[src/bbt_pkg.sv]
// Constants and types shared by the converter target and status registers
package bbt_pkg;

    ////////////////////////////////////////////////////////////////////////
    // Register offsets
    localparam logic [7:0] OFS_VOUT_LOW = 8'h0c;
    localparam logic [7:0] OFS_VOUT_HIGH = 8'h0d;
    localparam logic [7:0] OFS_CURRENT_LIMIT_STATE = 8'h21;
    localparam logic [7:0] OFS_FAULT_SUMMARY = 8'h78;

    ////////////////////////////////////////////////////////////////////////
    // Reset values and field layout
    localparam logic [7:0] RST_VOUT_LOW = 8'h58;
    localparam logic [3:0] RST_VOUT_HIGH = 4'h2;
    localparam logic RST_STATUS_BIT = 1'b0;
    localparam logic [7:0] RST_FAULT_SUMMARY = 8'h00;
    localparam int VOUT_HIGH_W = 4;
    localparam int VCODE_W = 12;
    localparam int CC_BIT = 6;

    // Fault summary bit positions
    localparam int FLT_BUSY = 7;
    localparam int FLT_OFF = 6;
    localparam int FLT_VOUT_OV = 5;
    localparam int FLT_IOUT_OC = 4;
    localparam int FLT_VIN_UV = 3;
    localparam int FLT_TEMP = 2;
    localparam int FLT_COMM_LOGIC_MEMORY = 1;
    localparam int FLT_OTHER = 0;

    ////////////////////////////////////////////////////////////////////////
    // Current limit threshold: one code step is 0.5 mV (50 mA)
    localparam logic [7:0] ILIM_SAT_CODE = 8'h8c;

    ////////////////////////////////////////////////////////////////////////
    // Output target ranges in millivolts
    localparam int SETPOINT_W = 17;
    localparam logic [16:0] WIDE_MIN_MV = 17'h00ce4;
    localparam logic [16:0] WIDE_MAX_MV = 17'h0bb80;
    localparam logic [4:0] WIDE_STEP_MV = 5'h14;
    localparam logic [16:0] NARROW_MIN_MV = 17'h003e8;
    localparam logic [16:0] NARROW_MAX_MV = 17'h05dc0;
    localparam logic [4:0] NARROW_STEP_MV = 5'h0a;

    ////////////////////////////////////////////////////////////////////////
    // Serial link
    localparam logic [6:0] DEV_ADDR = 7'h2a; // Arbitrary value
    localparam logic [3:0] BITS_PER_BYTE = 4'h8;

    typedef enum logic [8:0] {
        ST_IDLE = 9'h001,
        ST_ADDR = 9'h002,
        ST_AACK = 9'h004,
        ST_PTR = 9'h008,
        ST_PACK = 9'h010,
        ST_WDATA = 9'h020,
        ST_WACK = 9'h040,
        ST_RDATA = 9'h080,
        ST_RACK = 9'h100
    } bbt_state_t;

endpackage

[src/bbt_regs.sv]
// Output target and status register bank behind a two-wire serial slave
//
// What this block does
// - Threshold codes 0x8C to 0xFF all give the saturated 70 mV limit.
// - Below saturation each threshold code step adds half a millivolt.
// - Target low byte at 0xC, read/write bits 7:0, resets to 0x58.
// - Target high bits 11:8 at 0xD bits 3:0, register resets to 0x02.
// - Both target bytes join into one 12-bit set point code.
// - Lowest target is 3.3 V or 1 V by divider select.
// - Highest target is 48 V or 24 V by the same select.
// - One code step is 20 mV wide range, 10 mV narrow range.
// - Writes to unimplemented bits are ignored.
// - Unimplemented bits always read zero.
// - Read-only status at 0x21, bit 6 is live constant-current state.
// - Read-only fault summary at 0x78, resets to 0x00.
// - Fault bits: busy, off, OV, OC, UV, temp, comm, other.
`timescale 1ns/1ps
`default_nettype none
module bbt_regs (
    input wire logic mclk,
    input wire logic rstn,
    input wire logic scl,
    input wire logic sda_in,
    output logic sda_out,
    output logic sda_oe_n,
    input wire logic feedback_divider_select,
    input wire logic current_limit_active,
    input wire logic [7:0] fault_flags,
    input wire logic [7:0] current_limit_threshold,
    output logic [bbt_pkg::VCODE_W-1:0] vout_target_code,
    output logic [bbt_pkg::SETPOINT_W-1:0] vout_setpoint_mv,
    output logic [7:0] ilim_sense_halfmv
);
    import bbt_pkg::*;

    ////////////////////////////////////////////////////////////////////////
    // Line edge and bus condition detection
    logic scl_q;
    logic sda_q;
    wire logic scl_rise;
    wire logic scl_fall;
    wire logic start_cond;
    wire logic stop_cond;

    always_ff @(posedge mclk) begin
        if (!rstn) begin
            scl_q <= 1'b1;
            sda_q <= 1'b1;
        end else begin
            scl_q <= scl;
            sda_q <= sda_in;
        end
    end

    assign scl_rise = scl & ~scl_q;
    assign scl_fall = ~scl & scl_q;
    // Data moving while the clock is high marks start or stop
    assign start_cond = scl & scl_q & sda_q & ~sda_in;
    assign stop_cond = scl & scl_q & ~sda_q & sda_in;

    ////////////////////////////////////////////////////////////////////////
    // Register storage
    logic [7:0] vout_low;
    logic [VOUT_HIGH_W-1:0] vout_high;
    logic cc_status;
    logic [7:0] fault_summary;
    logic wr_en;
    logic [7:0] ptr;
    logic [7:0] sh;
    wire logic hit_low;
    wire logic hit_high;
    wire logic hit_cc;
    wire logic hit_fault;
    wire logic wr_low;
    wire logic wr_high;
    wire logic [7:0] high_byte;
    wire logic [7:0] cc_byte;
    wire logic [7:0] rd_byte;

    // Pointer decode shared by the write strobes and the read mux
    assign hit_low = ptr == OFS_VOUT_LOW;
    assign hit_high = ptr == OFS_VOUT_HIGH;
    assign hit_cc = ptr == OFS_CURRENT_LIMIT_STATE;
    assign hit_fault = ptr == OFS_FAULT_SUMMARY;
    // Only the two target bytes have a write path
    assign wr_low = wr_en && hit_low;
    assign wr_high = wr_en && hit_high;

    always_ff @(posedge mclk) begin
        if (!rstn) begin
            vout_low <= RST_VOUT_LOW;
        end else if (wr_low) begin
            vout_low <= sh;
        end
    end

    // Upper nibble of the written byte has nowhere to go
    always_ff @(posedge mclk) begin
        if (!rstn) begin
            vout_high <= RST_VOUT_HIGH;
        end else if (wr_high) begin
            vout_high <= sh[VOUT_HIGH_W-1:0];
        end
    end

    // Status is resampled every cycle, so it never holds a stale event
    always_ff @(posedge mclk) begin
        if (!rstn) begin
            cc_status <= RST_STATUS_BIT;
        end else begin
            cc_status <= current_limit_active;
        end
    end

    // Fault bits pass straight through; their sources own any latching
    always_ff @(posedge mclk) begin
        if (!rstn) begin
            fault_summary <= RST_FAULT_SUMMARY;
        end else begin
            fault_summary <= fault_flags;
        end
    end

    ////////////////////////////////////////////////////////////////////////
    // Read-back path
    // Status offsets have no write path at all
    // Unimplemented bits are tied to zero in the read images
    assign high_byte = {4'h0, vout_high};
    assign cc_byte = 8'(cc_status) << CC_BIT;
    assign rd_byte =
        hit_low ? vout_low :
        hit_high ? high_byte :
        hit_cc ? cc_byte :
        hit_fault ? fault_summary :
        8'h00;

    // Halves are used as they stand; the host pairs its two writes
    assign vout_target_code = {vout_high, vout_low};

    ////////////////////////////////////////////////////////////////////////
    // Serial slave state machine
    bbt_state_t state;
    bbt_state_t next_state;
    logic [3:0] cnt;
    logic [3:0] next_cnt;
    logic [7:0] next_sh;
    logic [7:0] next_ptr;
    logic rw;
    logic next_rw;
    logic nack;
    logic next_nack;
    wire logic byte_full;
    wire logic byte_end;
    wire logic addr_match;
    wire logic [7:0] shift_in;
    wire logic [7:0] shift_out;
    wire logic [7:0] ptr_inc;
    wire logic [3:0] cnt_inc;
    wire logic ack_phase;
    wire logic read_low;
    wire logic drive_low;

    assign byte_full = cnt == BITS_PER_BYTE;
    // Fall after the eighth sampled bit closes a byte
    assign byte_end = scl_fall && byte_full;
    assign addr_match = sh[7:1] == DEV_ADDR;
    // Data moves MSB first in both directions
    assign shift_in = {sh[6:0], sda_in};
    assign shift_out = {sh[6:0], 1'b0};
    // Pointer wraps from 0xFF back to zero
    assign ptr_inc = ptr + 8'h01;
    assign cnt_inc = cnt + 4'h1;

    always_comb begin
        next_state = state;
        next_cnt = cnt;
        next_sh = sh;
        next_ptr = ptr;
        next_rw = rw;
        next_nack = nack;
        wr_en = 1'b0;
        if (start_cond) begin
            next_state = ST_ADDR;
            next_cnt = 4'h0;
            // A new frame forgets the previous host acknowledge
            next_nack = 1'b0;
        end else if (stop_cond) begin
            next_state = ST_IDLE;
        end else begin
            unique case (state)
                ST_IDLE: begin
                    next_cnt = 4'h0;
                end
                ST_ADDR, ST_PTR, ST_WDATA: begin
                    if (scl_rise) begin
                        next_sh = shift_in;
                        next_cnt = cnt_inc;
                    end else if (byte_end) begin
                        next_cnt = 4'h0;
                        if (state == ST_ADDR) begin
                            next_rw = sh[0];
                            next_state = addr_match ? ST_AACK : ST_IDLE;
                        end else if (state == ST_PTR) begin
                            next_ptr = sh;
                            next_state = ST_PACK;
                        end else begin
                            wr_en = 1'b1;
                            next_ptr = ptr_inc;
                            next_state = ST_WACK;
                        end
                    end
                end
                ST_AACK, ST_PACK, ST_WACK: begin
                    if (scl_fall) begin
                        if (state == ST_AACK && rw) begin
                            next_sh = rd_byte;
                            next_ptr = ptr_inc;
                            next_state = ST_RDATA;
                        end else if (state == ST_AACK) begin
                            next_state = ST_PTR;
                        end else begin
                            next_state = ST_WDATA;
                        end
                    end
                end
                ST_RDATA: begin
                    if (scl_rise) begin
                        next_cnt = cnt_inc;
                    end else if (byte_end) begin
                        next_cnt = 4'h0;
                        next_state = ST_RACK;
                    end else if (scl_fall) begin
                        next_sh = shift_out;
                    end
                end
                ST_RACK: begin
                    if (scl_rise) begin
                        next_nack = sda_in;
                    end else if (scl_fall && nack) begin
                        next_state = ST_IDLE;
                    end else if (scl_fall) begin
                        next_sh = rd_byte;
                        next_ptr = ptr_inc;
                        next_state = ST_RDATA;
                    end
                end
                default: begin
                    next_state = ST_IDLE;
                end
            endcase
        end
    end

    always_ff @(posedge mclk) begin
        if (!rstn) begin
            state <= ST_IDLE;
            cnt <= 4'h0;
            sh <= 8'h00;
        end else begin
            state <= next_state;
            cnt <= next_cnt;
            sh <= next_sh;
        end
    end

    // Pointer, direction and host acknowledge
    always_ff @(posedge mclk) begin
        if (!rstn) begin
            ptr <= 8'h00;
            rw <= 1'b0;
            nack <= 1'b0;
        end else begin
            ptr <= next_ptr;
            rw <= next_rw;
            nack <= next_nack;
        end
    end

    ////////////////////////////////////////////////////////////////////////
    // Open-drain data pin: only ever pulled low, never driven high
    // Acknowledge slots for address, pointer and written data
    assign ack_phase = (state == ST_AACK) || (state == ST_PACK) ||
        (state == ST_WACK);
    // Read data: only zero bits pull the line down
    assign read_low = (state == ST_RDATA) && !sh[7];
    assign drive_low = ack_phase || read_low;
    assign sda_out = 1'b0;
    assign sda_oe_n = ~drive_low;

    ////////////////////////////////////////////////////////////////////////
    // Consumers of the stored settings
    bbt_ilim_decode u_ilim (
        .mclk(mclk),
        .rstn(rstn),
        .code(current_limit_threshold),
        .sense_halfmv(ilim_sense_halfmv)
    );

    bbt_vout_setpoint u_setpoint (
        .mclk(mclk),
        .rstn(rstn),
        .wide_range(feedback_divider_select),
        .code(vout_target_code),
        .setpoint_mv(vout_setpoint_mv)
    );

endmodule
`default_nettype wire

[src/bbt_ilim_decode.sv]
// Current limit threshold code to sense threshold in half-millivolt units
`timescale 1ns/1ps
`default_nettype none
module bbt_ilim_decode (
    input wire logic mclk,
    input wire logic rstn,
    input wire logic [7:0] code,
    output logic [7:0] sense_halfmv
);
    import bbt_pkg::*;

    wire logic saturated;
    wire logic [7:0] next_sense;

    assign saturated = code >= ILIM_SAT_CODE;
    assign next_sense = saturated ? ILIM_SAT_CODE : code;

    always_ff @(posedge mclk) begin
        if (!rstn) begin
            sense_halfmv <= 8'h00;
        end else begin
            sense_halfmv <= next_sense;
        end
    end

endmodule
`default_nettype wire

[src/bbt_vout_setpoint.sv]
// Output target code to set point in millivolts for either divider range
`timescale 1ns/1ps
`default_nettype none
module bbt_vout_setpoint (
    input wire logic mclk,
    input wire logic rstn,
    input wire logic wide_range,
    input wire logic [bbt_pkg::VCODE_W-1:0] code,
    output logic [bbt_pkg::SETPOINT_W-1:0] setpoint_mv
);
    import bbt_pkg::*;

    wire logic [16:0] min_mv;
    wire logic [16:0] max_mv;
    wire logic [4:0] step_mv;
    wire logic [16:0] span_mv;
    wire logic [16:0] raw_mv;
    wire logic [16:0] next_setpoint;

    assign min_mv = wide_range ? WIDE_MIN_MV : NARROW_MIN_MV;
    assign max_mv = wide_range ? WIDE_MAX_MV : NARROW_MAX_MV;
    assign step_mv = wide_range ? WIDE_STEP_MV : NARROW_STEP_MV;
    // Widest product 4095 * 20 still fits in 17 bits
    assign span_mv = 17'(code) * 17'(step_mv);
    assign raw_mv = min_mv + span_mv;
    // Codes past the top of the range pin at the upper limit
    assign next_setpoint = (raw_mv > max_mv) ? max_mv : raw_mv;

    always_ff @(posedge mclk) begin
        if (!rstn) begin
            setpoint_mv <= 17'h00000;
        end else begin
            setpoint_mv <= next_setpoint;
        end
    end

endmodule
`default_nettype wire

[config.mk]
export PLATFORM = sky130hd
export DESIGN_NAME = bbt_regs
export DESIGN_NICKNAME = d
export VERILOG_FILES = /design/src/bbt_pkg.sv /design/src/bbt_regs.sv /design/src/bbt_ilim_decode.sv /design/src/bbt_vout_setpoint.sv
export SDC_FILE = /design/constraint.sdc
export NUM_CORES = 1
export LEC_CHECK = 0
export BUFFER_PORTS_ARGS = -buffer_cell sky130_fd_sc_hd__buf_2
export CORE_MARGIN = 1
export CORE_UTILIZATION = 45
export DETAILED_ROUTE_END_ITERATION = 6
export PLACE_DENSITY = 0.64
export SETUP_SLACK_MARGIN = 0.2
export SLEW_MARGIN = 40
export SYNTH_ARGS = -nofsm -noshare
export SYNTH_HDL_FRONTEND = slang
export SYNTH_SLANG_ARGS = --single-unit
[constraint.sdc]
create_clock -name mclk -period 8.2 [get_ports mclk]
set_clock_uncertainty 0.2 [all_clocks]
set_input_delay 2.46 -clock mclk [delete_from_list [all_inputs] [get_ports mclk]]
set_output_delay 2.46 -clock mclk [all_outputs]
set_load 0.1 [all_outputs]
==> results by stage <==
Cells and area:
- The most common cell after layout, fill and taps aside is dfxtp_1.
- The growth of design area from synthesis to finish is 13.1%.
- The final-layout fill cell count is 1,121.
- In the layout the commonest cells are dfxtp_1, nand2_1, buf_2.
- The final-stage net count is 752.
- The finished cells cover 5960 µm².
- The finished layout holds 820 standard cells, fillers aside.
- The fraction of final layout cells sized beyond drive strength 1 is 0.149.
- The repair_antennas step left the layout with diodes totalling 0.

Logic synthesis:
- The synthesized design spends more area on one cell type than any other, namely dfxtp_1.
- The number of enable flip-flop cells after synthesis is 0.
- Of the synthesized area, sequential elements account for 0.296.
- The synthesized instance count is 623.
- Among all flip-flop cells after synthesis, the most frequent one is dfxtp_1.
- In this run, distinct cell masters in the synthesized netlist total 70.
- The fraction of registers with async set or reset after synthesis is 0.
- Of the post-synthesis cell area, the dominant cell type holds 0.296.
- The number of flip-flops and latches in the synthesized netlist is 78.
- Ranked by total cell area, the synthesized netlist is headed by dfxtp_1, ha_1, fa_1.
- The area of the mapped netlist is 5270 µm².
- Averaged over all synthesized cells, the footprint is 8.46 µm².
- The number of synthesis warnings is 0.

Setup path:
- On the worst path, the slowest cell contributes a delay of 500 ps.
- In this run the register-to-register setup slack is 2990 ps.
- The largest individual stage delay along the critical path comes from the cell fa_1.
- The buffers plus inverters on the worst setup path is 6.
- STA classifies the critical path startpoint as an input pin.
- Walking the worst path, the cells encountered are buf_2, inv_1, a21o_1, ha_1, inv_1, fa_1, fa_1, inv_1, ha_1, inv_1, fa_1, nor2b_1, o311a_1, a21oi_1, o21bai_1, xor2_1, ha_1, a21o_1, a21o_1, a41o_1, a21oi_1, buf_4, nor3b_1.
- The worst register-to-register path ends at u_setpoint.setpoint_mv[1].
- The worst-case reg-to-reg path depth is 22.
- The kind of cell with the highest combined delay along the critical path is adder cells.
- The start-to-end type of the worst setup path is input pin to register.
- The worst endpoint required time is 8260 ps.
- The logic depth of the worst setup path including buffers is 23.
- The critical path launch point is feedback_divider_select.
- At the worst endpoint, the arrival time is 7380 ps.
- The capture point of the critical path is u_setpoint.setpoint_mv[1].
- Along the worst path, the maximum fanout reaches 25.
- STA classifies the critical path endpoint as a register.
- The most repeated library cell on the critical path is inv_1.
- The worst register-to-register path begins at vout_low[0].

Drt:
- The detail route stage leaves a number of antenna-violating nets equal to 0.
- The via total after detailed routing is 4,466.
- The final layout contains routed wiring with a total length of 12,000 µm.
- Dividing the detail-routed wire length by the instance count gives 14.6 µm.
- The wire length on met2 is 5520 µm.
- For this block, the initial DRC count from the detailed router was 256.
- The number of iterations in the first detailed-routing pass is 5.
- Summed over all nets, wire length on met3 after detailed routing comes to 519 µm.
- After detailed routing, the number of remaining DRC violations is 0.
- In this run the top signal layer used is met4.
- Dividing the detail-routed via count by the number of cells gives 5.45.
- The detailed router put a total of 5750 µm of wire on met1.

Die:
- The top-level I/O count is 61.
- The number of placement rows is 39.
- The die outline width is 110 µm.
- The floorplan step set the die height to 110 µm.
- The effective utilization at floorplan is 0.462.
- The core region is 11,400 µm².
- The area enclosed by the die boundary is 12,200 µm².

Clocking:
- The post-cts resize count is 0.
- Counting along the longest clock path gives a buffer depth of 2.
- The clock tree synthesis step divided the H-tree into 3 levels.
- Clock tree synthesis inserted a total of 9 buffers.
- The number of buffers added for setup after CTS is 0.
- The clock tree from TritonCTS is built.
- The number of clock sinks is 78.
- The clock-pin slew on the worst setup and hold paths is 60 ps.
- After clock tree synthesis, the flow added hold-fix buffers numbering 0.
- The buffer cell driving the clock tree root is clkbuf_16.
- The latest clock arrival within the worst-skew pair is 340 ps.

Place:
- The total half-perimeter wirelength after legalization and detailed placement is 8970 µm.
- The last weighted congestion value of the routability-driven placer is 0.841.
- The placed instance area is 5650 µm².
- Once placement completed, the tool counted placed cells totaling 804.
- In this run the tool buffered the top-level ports with 58 buffer cells.
- The pre-CTS worst setup slack is 527 ps.

Global route:
- Entering global routing, the biggest net connects 54 pins.
- The initial antenna violation count came to 0.
- The first global-routing pass estimated 19,900 µm of wire.
- The global routing usage summed across all routing layers is 0.211.
- The via count of the first global-routing pass is 4,140.
- After global routing the overflow that remains totals 0.

Timing:
- At the pin with the least slew margin, the transition time is 804 ps.
- Setup repair after global routing left no endpoint under its margin.
- The final sum of negative setup slack is 0 ps.
- Setup violations remaining at the end of the flow were counted as 0.
- Measured against its own limit, the worst slew margin works out to 0.461.
- Static timing analysis puts the maximum clock frequency at 0.137 GHz.
- The clock period could shrink to 7320 ps.
- The smallest setup slack after layout is 875 ps.
- The final worst-path cycle share is 0.893.
- The max-slew violation total from the final report is 0.
- The hold violation count in the final report is 0.

Outcome:
- The flow ran to the end, and the final reports show no timing, DRC or antenna violations.

Power:
- The share of total power dissipated in combinational logic is 0.305.
- Of the total power, the share spent switching nets is 0.369.
- The worst vdd rail ir drop is 122 µV.
- The internal power is 0.748 mW.
- Of the total power, the clock network draws 0.349.
- The analysis attributes to net switching a power of 0.437 mW.
- The power density normalized to cell area is 199 nW/µm².
- In this run the static leakage power is 2.81 nW.
- The share of total power dissipated in sequential elements is 0.346.

Hold path:
- The classification of the worst-slack hold path is register to register.

Run:
- The number of max-capacitance violations reported is 0.
flip-flops by register name, indices dropped and copies added (netlist names):
| name | cells |
|---|---|
| vout_high | 4 |
| state | 9 |
| rw | 1 |
| u_setpoint.setpoint_mv | 16 |
| ptr | 8 |
| sh | 8 |
| scl_q | 1 |
| vout_low | 8 |
| sda_q | 1 |
| nack | 1 |
| cnt | 4 |
| cc_status | 1 |
| u_ilim.sense_halfmv | 8 |
| fault_summary | 8 |
cells by family (layout without fill, tap and decap cells):
logic type                 count (synthesis)  after routing  share of synthesized area
and+or+nand+nor                          231            231                      0.224
AOI/OAI and AO/OA                        118            118                      0.153
buffers and inverters                     85            131                     0.0667
DFF                                       78             78                      0.296
adders and majority gates                 58             58                      0.165
muxes                                     35             35                     0.0676
xor gates and xnor gates                  16             16                     0.0266
other                                      2             10                    0.00142
power groups by stage:
stage	Clock, mW	Combinational (mW)	Sequential [mW]
after floorplan	0	0.169	0.550
after global placement	0	0.356	0.418
after detailed placement	0	0.363	0.419
after CTS	0.420	0.364	0.410
after global routing	0.436	0.396	0.413
final	0.413	0.362	0.410
per-layer routing:
| metal | vias up | GRT usage |
|---|---|---|
| met3 | 18 | 0.0406 |
| met2 | 108 | 0.336 |
| li1 | 2241 | - |
| met1 | 2099 | 0.288 |
| met5 | - | 0 |
| met4 | 0 | 0.0658 |
synth_stat cells, types with 6 or more instances:
| library cell | instances |
|---|---|
| a21o_1 | 9 |
| a21oi_1 | 25 |
| and2_1 | 23 |
| and3_1 | 8 |
| clkbuf_1 | 21 |
| dfxtp_1 | 78 |
| fa_1 | 19 |
| ha_1 | 39 |
| inv_1 | 52 |
| mux2i_1 | 30 |
| nand2_1 | 69 |
| nand3_1 | 18 |
| nand4_1 | 8 |
| nor2_1 | 52 |
| nor2b_1 | 7 |
| nor3_1 | 7 |
| nor3b_1 | 7 |
| nor4_1 | 6 |
| o21ai_0 | 33 |
| o31ai_1 | 6 |
| xnor2_1 | 8 |
| xor2_1 | 8 |
worst reg2reg max path, cell delays in order (launching register included):
cell,delay [ps]
dfxtp_1,370
and2_1,190
a21o_1,160
ha_1,260
inv_1,50
fa_1,500
fa_1,480
inv_1,70
ha_1,170
inv_1,60
fa_1,390
nor2b_1,180
o311a_1,200
a21oi_1,110
o21bai_1,160
xor2_1,220
ha_1,280
a21o_1,160
a21o_1,180
a41o_1,210
a21oi_1,120
buf_4,210
nor3b_1,190
metrics by stage:
stage	hold slack [ps]	power (mW)	utilization
after floorplan	237	0.719	-
after global placement	247	0.774	0.495
after detailed placement	250	0.781	0.495
after CTS	258	1.19	0.522
after global routing	273	1.25	0.522
final	260	1.19	0.522
layout make-up:
type                            instances  area, µm²  share of cell area
Clock buffer                           11        243              0.0407
Clock inverter                          5       65.1              0.0109
Inverter                               53        199              0.0334
Multi-Input combinational cell        468       3390               0.569
Sequential cell                        78       1560               0.262
Tap cell                              143        179              0.0300
Timing Repair Buffer                   62        320              0.0537
worst min-delay path by stage:
| stage | from | to | slack, ps | depth (start not counted) |
|---|---|---|---|---|
| final | nack | nack | 260 | 2 |
| after global routing | nack | nack | 270 | 2 |
| after CTS | nack | nack | 260 | 2 |
| after detailed placement | nack | nack | 250 | 2 |
| after global placement | nack | nack | 250 | 2 |
| after floorplan | nack | nack | 240 | 2 |
Note: power is estimated with default switching activity, not from simulation.
